<file path="src/logic/bcd_pkg.sv">
// Purpose: Shared types and constants of the branch and class decoder.
// Assumes: Opcode layout below is local to this core.
// Notes:   One internal cycle spans two ref_clk cycles.
package bcd_pkg;
  // ----------------------------------------------------------------
  // Sequencer states, instruction classes and addressing modes.
  // ----------------------------------------------------------------
  typedef enum logic [3:0] {
    S_FETCH = 4'h0, S_OPB1 = 4'h1, S_OPB2 = 4'h2, S_READ = 4'h3,
    S_EXEC = 4'h4, S_WRITE = 4'h5, S_PUSHL = 4'h6, S_PUSHH = 4'h7
  } bcd_state_e;
  typedef enum logic [2:0] {
    CL_BAD = 3'h0, CL_BITBR = 3'h1, CL_BR = 3'h2, CL_MUL = 3'h3,
    CL_RMW = 3'h4, CL_RM = 3'h5, CL_CALL = 3'h6
  } bcd_class_e;
  typedef enum logic [2:0] {
    M_INH = 3'h0, M_IMM = 3'h1, M_DIR = 3'h2, M_EXT = 3'h3,
    M_IX = 3'h4, M_IX1 = 3'h5, M_IX2 = 3'h6, M_REL = 3'h7
  } bcd_mode_e;
  // Flag bits of the flags_register, and a memory request.
  typedef struct packed {logic h; logic i; logic n; logic z; logic c;}
    bcd_flags_s;
  typedef struct packed {logic rd; logic wr; logic [15:0] addr;
    logic [7:0] wdata;} bcd_bus_s;
  typedef struct packed {bcd_class_e cls; bcd_mode_e mode;} bcd_dec_s;
  // ----------------------------------------------------------------
  // Opcode fields (upper nibble selects class and mode).
  // ----------------------------------------------------------------
  localparam logic [3:0] HI_BITBR = 4'h0, HI_BR = 4'h2;
  localparam logic [3:0] HI_RMW_DIR = 4'h3, HI_RMW_A = 4'h4;
  localparam logic [3:0] HI_RMW_X = 4'h5, HI_RMW_IX1 = 4'h6;
  localparam logic [3:0] HI_RMW_IX = 4'h7, HI_RM_IMM = 4'hA;
  localparam logic [3:0] HI_RM_DIR = 4'hB, HI_RM_EXT = 4'hC;
  localparam logic [3:0] HI_RM_IX2 = 4'hD, HI_RM_IX1 = 4'hE;
  localparam logic [3:0] HI_RM_IX = 4'hF;
  localparam logic [7:0] OP_PRODUCT = 8'h42, OP_CALL_REL = 8'hAD;
  // Legal read-modify-write operations, one bit per low nibble.
  localparam logic [15:0] RMW_LEGAL = 16'hB7D9;
  localparam logic [3:0] RMW_NEG = 4'h0, RMW_COM = 4'h3, RMW_LSR = 4'h4;
  localparam logic [3:0] RMW_ROR = 4'h6, RMW_ASR = 4'h7, RMW_LSL = 4'h8;
  localparam logic [3:0] RMW_ROL = 4'h9, RMW_DEC = 4'hA, RMW_INC = 4'hC;
  localparam logic [3:0] RMW_PROBE = 4'hD, RMW_CLR = 4'hF;
  localparam logic [3:0] RM_SUB = 4'h0, RM_CMP = 4'h1, RM_SBC = 4'h2;
  localparam logic [3:0] RM_CPX = 4'h3, RM_AND = 4'h4, RM_BIT = 4'h5;
  localparam logic [3:0] RM_LDA = 4'h6, RM_STA = 4'h7, RM_EOR = 4'h8;
  localparam logic [3:0] RM_ADC = 4'h9, RM_ORA = 4'hA, RM_ADD = 4'hB;
  localparam logic [3:0] RM_JUMP = 4'hC, RM_CALL = 4'hD, RM_LDX = 4'hE;
  localparam logic [3:0] RM_STX = 4'hF;
  // Branch condition codes in the low nibble of a branch opcode.
  localparam logic [3:0] BC_ALWAYS = 4'h0, BC_NEVER = 4'h1;
  localparam logic [3:0] BC_HI = 4'h2, BC_LS = 4'h3, BC_CC = 4'h4;
  localparam logic [3:0] BC_CS = 4'h5, BC_NE = 4'h6, BC_EQ = 4'h7;
  localparam logic [3:0] BC_HCC = 4'h8, BC_HCS = 4'h9, BC_PL = 4'hA;
  localparam logic [3:0] BC_MI = 4'hB, BC_MC = 4'hC, BC_MS = 4'hD;
  localparam logic [3:0] BC_IL = 4'hE, BC_IH = 4'hF;
  // Reset values and arithmetic steps.
  localparam logic [15:0] PC_RESET = 16'h0000, PC_STEP = 16'h0001;
  localparam logic [7:0] SP_RESET = 8'hFF, SP_STEP = 8'h01;
  localparam logic [7:0] PAGE0 = 8'h00, BYTE0 = 8'h00;
  localparam logic [4:0] FLAGS_RESET = 5'h08;
endpackage

</file>
<file path="src/logic/bcd_core.sv">
// Purpose: Fetch, decode and sequencing of branches, bit tests,
//          product, read-modify-write and register/memory classes.
// Assumes: Memory answers a read within the cycle that rd is high.
// Notes:   Control and bit set/clear instructions are not decoded.
// Operation
// - Taken relative branch adds signed offset.
// - Untaken branch continues at next instruction.
// - Offset is signed, from following location.
// - Bit-test span is -128 to +127.
// - Relative mode only for branches, bit-tests and the relative call.
// - Product: high byte index, low accumulator.
// - Modify instructions write back same place.
// - Flag probe reads, sets flags, never writes.
// - Modify accepts inherent, direct, indexed, indexed-8.
// - Register/memory uses six memory addressing modes.
// - Jumps use direct, extended, three indexed modes.
// - Bit-test is opcode, address, offset bytes.
// - Bit-test reaches first 256 addresses directly.
// - Opcode gives bit number and polarity.
// - True bit test adds third byte.
// - Tested bit always copied into carry.
// - Branches test interrupt pin high and low.
// - Branches on half-carry clear and set.
// - Branches on interrupt mask clear and set.
// - One internal cycle per two clocks.
`timescale 1ns/100ps
module bcd_core
  import bcd_pkg::*;
(
  // Clock and reset.
  input wire logic ref_clk,
  input wire logic reset,
  // Memory request and read data.
  output bcd_bus_s mem_req,
  input wire logic [7:0] mem_rdata,
  // External interrupt pin and mask load from control logic.
  input wire logic int_line,
  input wire logic mask_load,
  input wire logic mask_value,
  // Visible core state.
  output logic [15:0] pc,
  output logic [7:0] acc,
  output logic [7:0] idx,
  output logic [7:0] sp,
  output bcd_flags_s flags,
  // One-cycle event pulses.
  output logic instr_done,
  output logic decode_fault,
  output logic branch_taken
);

  // ----------------------------------------------------------------
  // Decode helpers.
  // ----------------------------------------------------------------

  // Class and mode of an opcode; anything unlisted is refused.
  function automatic bcd_dec_s decode(input logic [7:0] o);
    bcd_dec_s d;
    d.cls = CL_BAD;
    d.mode = M_INH;
    if (o[7:4] == HI_BITBR)
    begin
      d.cls = CL_BITBR;
      d.mode = M_DIR;
    end
    else if (o[7:4] == HI_BR)
    begin
      d.cls = CL_BR;
      d.mode = M_REL;
    end
    else if (o == OP_PRODUCT)
    begin
      d.cls = CL_MUL;
    end
    else if (o == OP_CALL_REL)
    begin
      d.cls = CL_CALL;
      d.mode = M_REL;
    end
    else if (o[7:4] >= HI_RMW_DIR && o[7:4] <= HI_RMW_IX &&
             RMW_LEGAL[o[3:0]])
    begin
      // Only four modes exist for this class.
      d.cls = CL_RMW;
      case (o[7:4])
        HI_RMW_DIR: d.mode = M_DIR;
        HI_RMW_IX1: d.mode = M_IX1;
        HI_RMW_IX: d.mode = M_IX;
        default: d.mode = M_INH;
      endcase
    end
    else if (o[7:4] >= HI_RM_IMM)
    begin
      d.cls = CL_RM;
      case (o[7:4])
        HI_RM_IMM: d.mode = M_IMM;
        HI_RM_DIR: d.mode = M_DIR;
        HI_RM_EXT: d.mode = M_EXT;
        HI_RM_IX2: d.mode = M_IX2;
        HI_RM_IX1: d.mode = M_IX1;
        default: d.mode = M_IX;
      endcase
      // Stores and jumps have no immediate form.
      if (d.mode == M_IMM && (o[3:0] == RM_STA || o[3:0] == RM_STX ||
          o[3:0] == RM_JUMP || o[3:0] == RM_CALL))
      begin
        d.cls = CL_BAD;
      end
    end
    return d;
  endfunction

  // Branch condition, flags and the synchronised pin level.
  function automatic logic cond(input logic [3:0] k,
                                input bcd_flags_s f, input logic pin);
    case (k)
      BC_ALWAYS: cond = 1'b1;
      BC_NEVER: cond = 1'b0;
      BC_HI: cond = !(f.c | f.z);
      BC_LS: cond = f.c | f.z;
      BC_CC: cond = !f.c;
      BC_CS: cond = f.c;
      BC_NE: cond = !f.z;
      BC_EQ: cond = f.z;
      BC_HCC: cond = !f.h;
      BC_HCS: cond = f.h;
      BC_PL: cond = !f.n;
      BC_MI: cond = f.n;
      BC_MC: cond = !f.i;
      BC_MS: cond = f.i;
      BC_IL: cond = !pin;
      default: cond = pin;
    endcase
  endfunction

  // ----------------------------------------------------------------
  // State.
  // ----------------------------------------------------------------
  logic phase; // High in the second clock of an internal cycle.
  logic int_meta; // First synchroniser stage, read by int_sync only.
  logic int_sync; // Pin level safe to use.
  bcd_state_e state;
  bcd_class_e cls;
  bcd_mode_e mode;
  logic [7:0] op; // Current opcode.
  logic [7:0] b1; // First operand byte.
  logic [7:0] b2; // Second operand byte.
  logic [7:0] opnd; // Data operand.
  logic [7:0] wbyte; // Byte to be written back.
  logic [15:0] dest; // Call destination held across the push.
  logic [15:0] ea; // Effective address from held bytes.
  logic [15:0] pc_inc; // Address of the following location.
  logic [15:0] rel_dest; // Relative target from the byte on the bus.
  bcd_dec_s dec; // Decode of the byte on the bus.
  // Next values.
  bcd_state_e next_state;
  bcd_class_e next_cls;
  bcd_mode_e next_mode;
  logic [7:0] next_op, next_b1, next_b2, next_opnd, next_wbyte;
  logic [7:0] next_acc, next_idx, next_sp;
  logic [15:0] next_pc, next_dest;
  bcd_flags_s next_flags;
  logic next_done, next_fault, next_taken;
  bcd_bus_s cur_bus;

  // Offset is sign-extended; one span for every relative form.
  assign pc_inc = pc + PC_STEP;
  assign rel_dest = pc_inc + {{8{mem_rdata[7]}}, mem_rdata};
  assign dec = decode(mem_rdata);

  // Effective address; indexed-8 may cross into page one.
  always_comb
  begin
    case (mode)
      M_EXT: ea = {b1, b2};
      M_IX: ea = {PAGE0, idx};
      M_IX1: ea = {PAGE0, b1} + {PAGE0, idx};
      M_IX2: ea = {b1, b2} + {PAGE0, idx};
      default: ea = {PAGE0, b1};
    endcase
  end

  // Memory request for the present state.
  always_comb
  begin
    cur_bus = '0;
    case (state)
      S_FETCH, S_OPB1, S_OPB2:
      begin
        cur_bus.rd = 1'b1;
        cur_bus.addr = pc;
      end
      S_READ:
      begin
        cur_bus.rd = 1'b1;
        cur_bus.addr = ea;
      end
      S_WRITE:
      begin
        cur_bus.wr = 1'b1;
        cur_bus.addr = ea;
        cur_bus.wdata = wbyte;
      end
      S_PUSHL, S_PUSHH:
      begin
        cur_bus.wr = 1'b1;
        cur_bus.addr = {PAGE0, sp};
        cur_bus.wdata = (state == S_PUSHL) ? pc[7:0] : pc[15:8];
      end
      default: cur_bus = '0;
    endcase
  end

  // ----------------------------------------------------------------
  // Sequencer next-state logic.
  // ----------------------------------------------------------------
  always_comb
  begin
    logic [8:0] sum;
    logic [7:0] res;
    logic [7:0] r;
    logic [15:0] prod;
    logic bitv;
    sum = '0;
    res = '0;
    r = '0;
    prod = '0;
    bitv = 1'b0;
    next_state = state;
    next_cls = cls;
    next_mode = mode;
    next_op = op;
    next_b1 = b1;
    next_b2 = b2;
    next_opnd = opnd;
    next_wbyte = wbyte;
    next_acc = acc;
    next_idx = idx;
    next_sp = sp;
    next_pc = pc;
    next_dest = dest;
    next_flags = flags;
    next_done = 1'b0;
    next_fault = 1'b0;
    next_taken = 1'b0;
    case (state)
      S_FETCH:
      begin
        next_op = mem_rdata;
        next_cls = dec.cls;
        next_mode = dec.mode;
        next_pc = pc_inc;
        // Inherent operand comes from a register.
        next_opnd = mem_rdata[4] ? idx : acc;
        if (dec.cls == CL_BAD)
        begin
          next_fault = 1'b1;
        end
        else if (dec.mode == M_INH)
        begin
          next_state = S_EXEC;
        end
        else if (dec.mode == M_IX)
        begin
          next_state = (dec.cls == CL_RM && (mem_rdata[3:0] == RM_STA ||
            mem_rdata[3:0] >= RM_JUMP && mem_rdata[3:0] != RM_LDX))
            ? S_EXEC : S_READ;
        end
        else
        begin
          next_state = S_OPB1;
        end
      end
      S_OPB1:
      begin
        next_b1 = mem_rdata;
        next_opnd = mem_rdata;
        next_pc = pc_inc;
        if (cls == CL_BR)
        begin
          // Taken adds offset, otherwise next instruction.
          if (cond(op[3:0], flags, int_sync))
          begin
            next_pc = rel_dest;
            next_taken = 1'b1;
          end
          next_done = 1'b1;
          next_state = S_FETCH;
        end
        else if (cls == CL_CALL)
        begin
          next_dest = rel_dest;
          next_state = S_PUSHL;
        end
        else if (cls == CL_BITBR)
        begin
          next_state = S_READ;
        end
        else if (mode == M_EXT || mode == M_IX2)
        begin
          next_state = S_OPB2;
        end
        else if (mode == M_IMM || (cls == CL_RM && (op[3:0] == RM_STA ||
                 op[3:0] >= RM_JUMP && op[3:0] != RM_LDX)))
        begin
          next_state = S_EXEC;
        end
        else
        begin
          next_state = S_READ;
        end
      end
      S_OPB2:
      begin
        next_b2 = mem_rdata;
        next_pc = pc_inc;
        if (cls == CL_BITBR)
        begin
          // Bit number and polarity sit in the opcode.
          bitv = opnd[op[3:1]];
          next_flags.c = bitv;
          if (bitv == op[0])
          begin
            next_pc = rel_dest;
            next_taken = 1'b1;
          end
          next_done = 1'b1;
          next_state = S_FETCH;
        end
        else
        begin
          next_state = (op[3:0] == RM_STA || op[3:0] >= RM_JUMP &&
            op[3:0] != RM_LDX) ? S_EXEC : S_READ;
        end
      end
      S_READ:
      begin
        next_opnd = mem_rdata;
        next_state = (cls == CL_BITBR) ? S_OPB2 : S_EXEC;
      end
      S_EXEC:
      begin
        next_state = S_FETCH;
        next_done = 1'b1;
        if (cls == CL_MUL)
        begin
          prod = {BYTE0, acc} * {BYTE0, idx};
          next_idx = prod[15:8];
          next_acc = prod[7:0];
          next_flags.h = 1'b0;
          next_flags.c = 1'b0;
        end
        else if (cls == CL_RMW)
        begin
          sum = {1'b0, opnd};
          case (op[3:0])
            RMW_NEG: sum = {opnd != BYTE0, BYTE0 - opnd};
            RMW_COM: sum = {1'b1, ~opnd};
            RMW_LSR: sum = {opnd[0], 1'b0, opnd[7:1]};
            RMW_ROR: sum = {opnd[0], flags.c, opnd[7:1]};
            RMW_ASR: sum = {opnd[0], opnd[7], opnd[7:1]};
            RMW_LSL: sum = {opnd, 1'b0};
            RMW_ROL: sum = {opnd, flags.c};
            RMW_DEC: sum = {flags.c, opnd - SP_STEP};
            RMW_INC: sum = {flags.c, opnd + SP_STEP};
            RMW_CLR: sum = {flags.c, BYTE0};
            default: sum = {flags.c, opnd};
          endcase
          next_flags.c = sum[8];
          next_flags.n = sum[7];
          next_flags.z = (sum[7:0] == BYTE0);
          if (mode == M_INH)
          begin
            // Register form writes the same register back.
            if (op[4])
            begin
              next_idx = sum[7:0];
            end
            else
            begin
              next_acc = sum[7:0];
            end
            if (op[3:0] == RMW_PROBE)
            begin
              next_acc = acc;
              next_idx = idx;
            end
          end
          else if (op[3:0] != RMW_PROBE)
          begin
            next_wbyte = sum[7:0];
            next_done = 1'b0;
            next_state = S_WRITE;
          end
        end
        else
        begin
          // Register/memory class.
          r = (op[3:0] == RM_CPX) ? idx : acc;
          res = opnd;
          case (op[3:0])
            RM_SUB, RM_CMP, RM_SBC, RM_CPX:
            begin
              sum = {1'b0, r} - {1'b0, opnd} -
                {BYTE0, (op[3:0] == RM_SBC) & flags.c};
              next_flags.c = sum[8];
              res = sum[7:0];
              if (op[3:0] == RM_SUB || op[3:0] == RM_SBC)
              begin
                next_acc = res;
              end
            end
            RM_ADD, RM_ADC:
            begin
              sum = {1'b0, r} + {1'b0, opnd} +
                {BYTE0, (op[3:0] == RM_ADC) & flags.c};
              next_flags.c = sum[8];
              next_flags.h = r[4] ^ opnd[4] ^ sum[4];
              res = sum[7:0];
              next_acc = res;
            end
            RM_AND, RM_BIT:
            begin
              res = acc & opnd;
              if (op[3:0] == RM_AND)
              begin
                next_acc = res;
              end
            end
            RM_EOR:
            begin
              res = acc ^ opnd;
              next_acc = res;
            end
            RM_ORA:
            begin
              res = acc | opnd;
              next_acc = res;
            end
            RM_LDA: next_acc = opnd;
            RM_LDX: next_idx = opnd;
            RM_STA, RM_STX:
            begin
              res = (op[3:0] == RM_STA) ? acc : idx;
              next_wbyte = res;
              next_done = 1'b0;
              next_state = S_WRITE;
            end
            RM_JUMP: next_pc = ea;
            default:
            begin
              next_dest = ea;
              next_done = 1'b0;
              next_state = S_PUSHL;
            end
          endcase
          // Jumps leave the flags untouched.
          if (op[3:0] != RM_JUMP && op[3:0] != RM_CALL)
          begin
            next_flags.n = res[7];
            next_flags.z = (res == BYTE0);
          end
        end
      end
      S_WRITE:
      begin
        next_done = 1'b1;
        next_state = S_FETCH;
      end
      S_PUSHL:
      begin
        next_sp = sp - SP_STEP;
        next_state = S_PUSHH;
      end
      S_PUSHH:
      begin
        next_sp = sp - SP_STEP;
        next_pc = dest;
        next_taken = (cls == CL_CALL);
        next_done = 1'b1;
        next_state = S_FETCH;
      end
      default: next_state = S_FETCH;
    endcase
  end

  // ----------------------------------------------------------------
  // Clocked processes.
  // ----------------------------------------------------------------

  // Internal cycle phase: the core registers move every second
  // clock, so memory sees each request for a full clock.
  always_ff @(posedge ref_clk or posedge reset)
  begin
    if (reset)
      phase <= 1'b0;
    else
      phase <= !phase;
  end

  // Pin synchroniser.
  always_ff @(posedge ref_clk or posedge reset)
  begin
    if (reset)
    begin
      int_meta <= 1'b0;
      int_sync <= 1'b0;
    end
    else
    begin
      int_meta <= int_line;
      int_sync <= int_meta;
    end
  end

  // Core registers; a mask load lands on any clock and wins.
  always_ff @(posedge ref_clk or posedge reset)
  begin
    if (reset)
    begin
      state <= S_FETCH;
      cls <= CL_BAD;
      mode <= M_INH;
      op <= BYTE0;
      b1 <= BYTE0;
      b2 <= BYTE0;
      opnd <= BYTE0;
      wbyte <= BYTE0;
      acc <= BYTE0;
      idx <= BYTE0;
      sp <= SP_RESET;
      pc <= PC_RESET;
      dest <= PC_RESET;
      flags <= FLAGS_RESET;
    end
    else
    begin
      if (phase)
      begin
        state <= next_state;
        cls <= next_cls;
        mode <= next_mode;
        op <= next_op;
        b1 <= next_b1;
        b2 <= next_b2;
        opnd <= next_opnd;
        wbyte <= next_wbyte;
        acc <= next_acc;
        idx <= next_idx;
        sp <= next_sp;
        pc <= next_pc;
        dest <= next_dest;
        flags <= next_flags;
      end
      if (mask_load)
        flags.i <= mask_value;
    end
  end

  // Bus request shown in the second clock; events pulse once.
  always_ff @(posedge ref_clk or posedge reset)
  begin
    if (reset)
    begin
      mem_req <= '0;
      instr_done <= 1'b0;
      decode_fault <= 1'b0;
      branch_taken <= 1'b0;
    end
    else
    begin
      mem_req <= phase ? '0 : cur_bus;
      instr_done <= phase & next_done;
      decode_fault <= phase & next_fault;
      branch_taken <= phase & next_taken;
    end
  end

endmodule // bcd_core

</file>
<file path="config.mk">
export PLATFORM = sky130hd
export DESIGN_NAME = bcd_core
export DESIGN_NICKNAME = d
export VERILOG_FILES = /design/src/logic/bcd_pkg.sv /design/src/logic/bcd_core.sv
export SDC_FILE = /design/constraint.sdc
export NUM_CORES = 1
export LEC_CHECK = 0
export ABC_AREA = 1
export BUFFER_PORTS_ARGS = -buffer_cell sky130_fd_sc_hd__buf_4
export CORE_UTILIZATION = 50
export CTS_CLUSTER_DIAMETER = 200
export DETAILED_ROUTE_END_ITERATION = 12
export PLACE_DENSITY_LB_ADDON = 0.3
export SLEW_MARGIN = 20
export SYNTH_ARGS = -nofsm -noshare
export SYNTH_HDL_FRONTEND = slang
export SYNTH_SLANG_ARGS = --single-unit
</file>
<file path="constraint.sdc">
create_clock -name ref_clk -period 5.02 [get_ports ref_clk]
set_clock_uncertainty 0.1 [all_clocks]
set_input_delay 1.004 -clock ref_clk [delete_from_list [all_inputs] [get_ports ref_clk]]
set_output_delay 1.004 -clock ref_clk [all_outputs]
set_load 0.005 [all_outputs]
</file>
==> metrics <==
setup ws final=305.3 ps; die area=30260 um2; crit-path cells=nand2_1 > fa_1 > fa_1 > inv_1 > fa_1 > inv_1 > fa_1 > inv_1 > ha_1 > a21oi_1 > o21ai_0 > a21oi_1 > o21ai_0 > o21ai_0 > o21ai_0 > o22ai_1 > inv_1; ANT nets after route=0; top_reg_cell synth=dfrtp_1; first-pass GRT wire length=86.55 mm; CTS Buf Count=17; 1st-iter DRT viols=1847; WP data required=5260 ps; violated checks=design-rule violations; Syn Area/Cell=6.505 um2; Max FO, Critical Path=11; Clock H-tree levels=4; Buf+Inv Stages, Crit Path=4; f_max=0.2121 GHz; setup TNS=0 ps; DPL Wire Length=42.37 mm; fraction of layout cells with a size suffix above 1=9.149%; via/cell ratio=5.863; Max Root-Sink Buffers=2; clock root buffer master=clkbuf_16; Routed WL=54.95 mm; syn nets=2448; Setup Viol. Count Final=0; Core Area=28940 um2; I/O Buffers=86; Slew @ Worst Pin=973.7 ps; Pre-Repair DR Iteration Count=12; Vias=16030; critical setup path kind=reg -> reg; DR DRC count=1; antenna violations before repair=0; synth unique cells=55; Cell Count Post-Placement=2702; commonest non-fill, non-tap cell in the layout=nand2_1; pin count of the biggest net entering global routing=50; max-cap viol count=0; crit-path leading delay family=adder cells; clk sinks=139; dpl ws=315.6 ps; fin crit share=93.92%; register area share after synthesis=23.60%; ant diodes=0; cells after synthesis=2273; wire length per cell=20.10 um; Die Wd=174.0 um; CTS tree=yes; Post-Syn Area=14790 um2; FP Rows=62; Startpoint Class=flop; warnings from Yosys=0; Worst slew margin=35.02%; Final Non-Filler Cells=2734; critical path arrival=4950 ps; RSZ-0062 raised after global routing=false; kind of end point of the critical path=flop; GRT Residual Overflow=0; vias in the first global route=15140; Hold Fails Final Rpt=0; count of flip-flops with a built-in enable after synthesis=0; Post-synth ARST share=100.0%; Starting Density=51.10%; Critical Path Max Stage Delay=640 ps; gr usage total=36.71%; #FFs+latches synth=139; crit path time final=4715 ps; io pins=87; clock latency at the later pin of the worst-skew pair=440 ps; commonest non-fill, non-tap cells in the layout=nand2_1, inv_1, nor2_1; nets=2512; slowest cell on the critical path=dfrtp_1; HP Class=reg -> reg; fin. max-slew vios=0; status=finished with violations; RD Place Congestion=1.004; Reg clk slew, reported paths=70 ps; area grow syn2layout=11.51%; Die Ht=174.0 um
-- per-layer routing --
metal  vias to the layer above  wire [um]  track usage, %
met5                         -          0               0
met4                         0       2461           15.72
met3                       152       4381           4.593
met2                       831      25270           59.73
met1                      7509      22830           49.10
li1                       7538          -               -
-- through the flow --
stage                     utilization (%)  instance area, um2  hold slack [ps]
after floorplan                         -               14790            231.2
after global placement              54.82               15860            233.7
after detailed placement            54.82               15860            252.8
after CTS                           56.97               16490            268.0
after global routing                56.98               16490            287.5
final                               56.98               16490            259.1
-- flip-flops by register name, indices dropped and copies added, names as in the netlist --
| name | cells |
|---|---|
| mem_req | 26 |
| dest | 16 |
| pc | 16 |
| acc | 8 |
| b1 | 8 |
| b2 | 8 |
| idx | 8 |
| opnd | 8 |
| sp | 8 |
| wbyte | 8 |
| flags | 5 |
| op | 5 |
| cls | 3 |
| mode | 3 |
| state | 3 |
| branch_taken | 1 |
| decode_fault | 1 |
| instr_done | 1 |
| int_meta | 1 |
| int_sync | 1 |
| phase | 1 |
-- synth_stat cells (6+ instances only) --
master	number	share of area (%)
nand2_1	609	15
inv_1	335	8.5
nor2_1	200	5.1
nand3_1	148	5.0
a21oi_1	146	4.9
dfrtp_1	130	22
o21ai_0	127	4.3
ha_1	117	9.9
clkbuf_1	55	1.4
nand4_1	47	2.0
fa_1	45	6.1
nor3_1	42	1.4
a31oi_1	29	1.2
o211ai_1	25	1.3
xor2_1	24	1.4
o22ai_1	16	0.68
inv_2	14	0.36
o21ai_1	14	0.47
or2_2	14	0.59
nand3b_1	12	0.61
buf_2	11	0.37
nand2_2	11	0.47
dfstp_2	9	1.6
a22oi_1	7	0.36
nor2_2	7	0.30
o2111ai_1	7	0.41
xnor2_1	7	0.41
o21a_1	6	0.30
-- logic make-up (layout without fill, tap and decap cells) --
family / after synthesis / after routing / share of synthesized area, %
AND/OR/NAND/NOR: 1100 / 1100 / 31.42
buffers and inverters: 424 / 501 / 10.96
AO/OA/AOI/OAI: 417 / 417 / 16.19
adder cells (fa/ha/maj): 162 / 162 / 15.99
flip-flops: 139 / 139 / 23.60
XOR/XNOR: 31 / 31 / 1.836
-- cell type report --
| class | instances | area (um2) |
|---|---|---|
| clock inverter | 14 | 185.2 |
| multi-input combinational | 1710 | 9687 |
| inverter | 352 | 1326 |
| fill | 2855 | 12450 |
| timing repair buffer | 117 | 878.3 |
| clock buffer | 18 | 439.2 |
| tap | 384 | 480.5 |
| sequential | 139 | 3491 |
-- final timing paths --
path / startpoint / endpoint / slack, ps / cells after the start
worst max-delay path: idx[2]$_DFFE_PP0P_ / idx[2]$_DFFE_PP0P_ / 310 / 17
worst min-delay path: int_meta$_DFF_PP0_ / int_sync$_DFF_PP0_ / 260 / 0
worst max register to register: idx[2]$_DFFE_PP0P_ / idx[2]$_DFFE_PP0P_ / 310 / 17
worst min register to register: int_meta$_DFF_PP0_ / int_sync$_DFF_PP0_ / 260 / 0
max in group asynchronous: reset / pc[14]$_DFFE_PP0P_ / 3290 / 3
min in group asynchronous: reset / b1[5]$_DFFE_PP0P_ / 480 / 2
-- what timing repair did --
action | CTS | global route
hold buffers | 0 | 0
setup endpoints to repair | 0 | 1
setup buffers | 0 | 0
resized for setup | 0 | 1
Power is not shown: default switching activity piles up to over one toggle a cycle in this logic, so the estimate is an artifact.
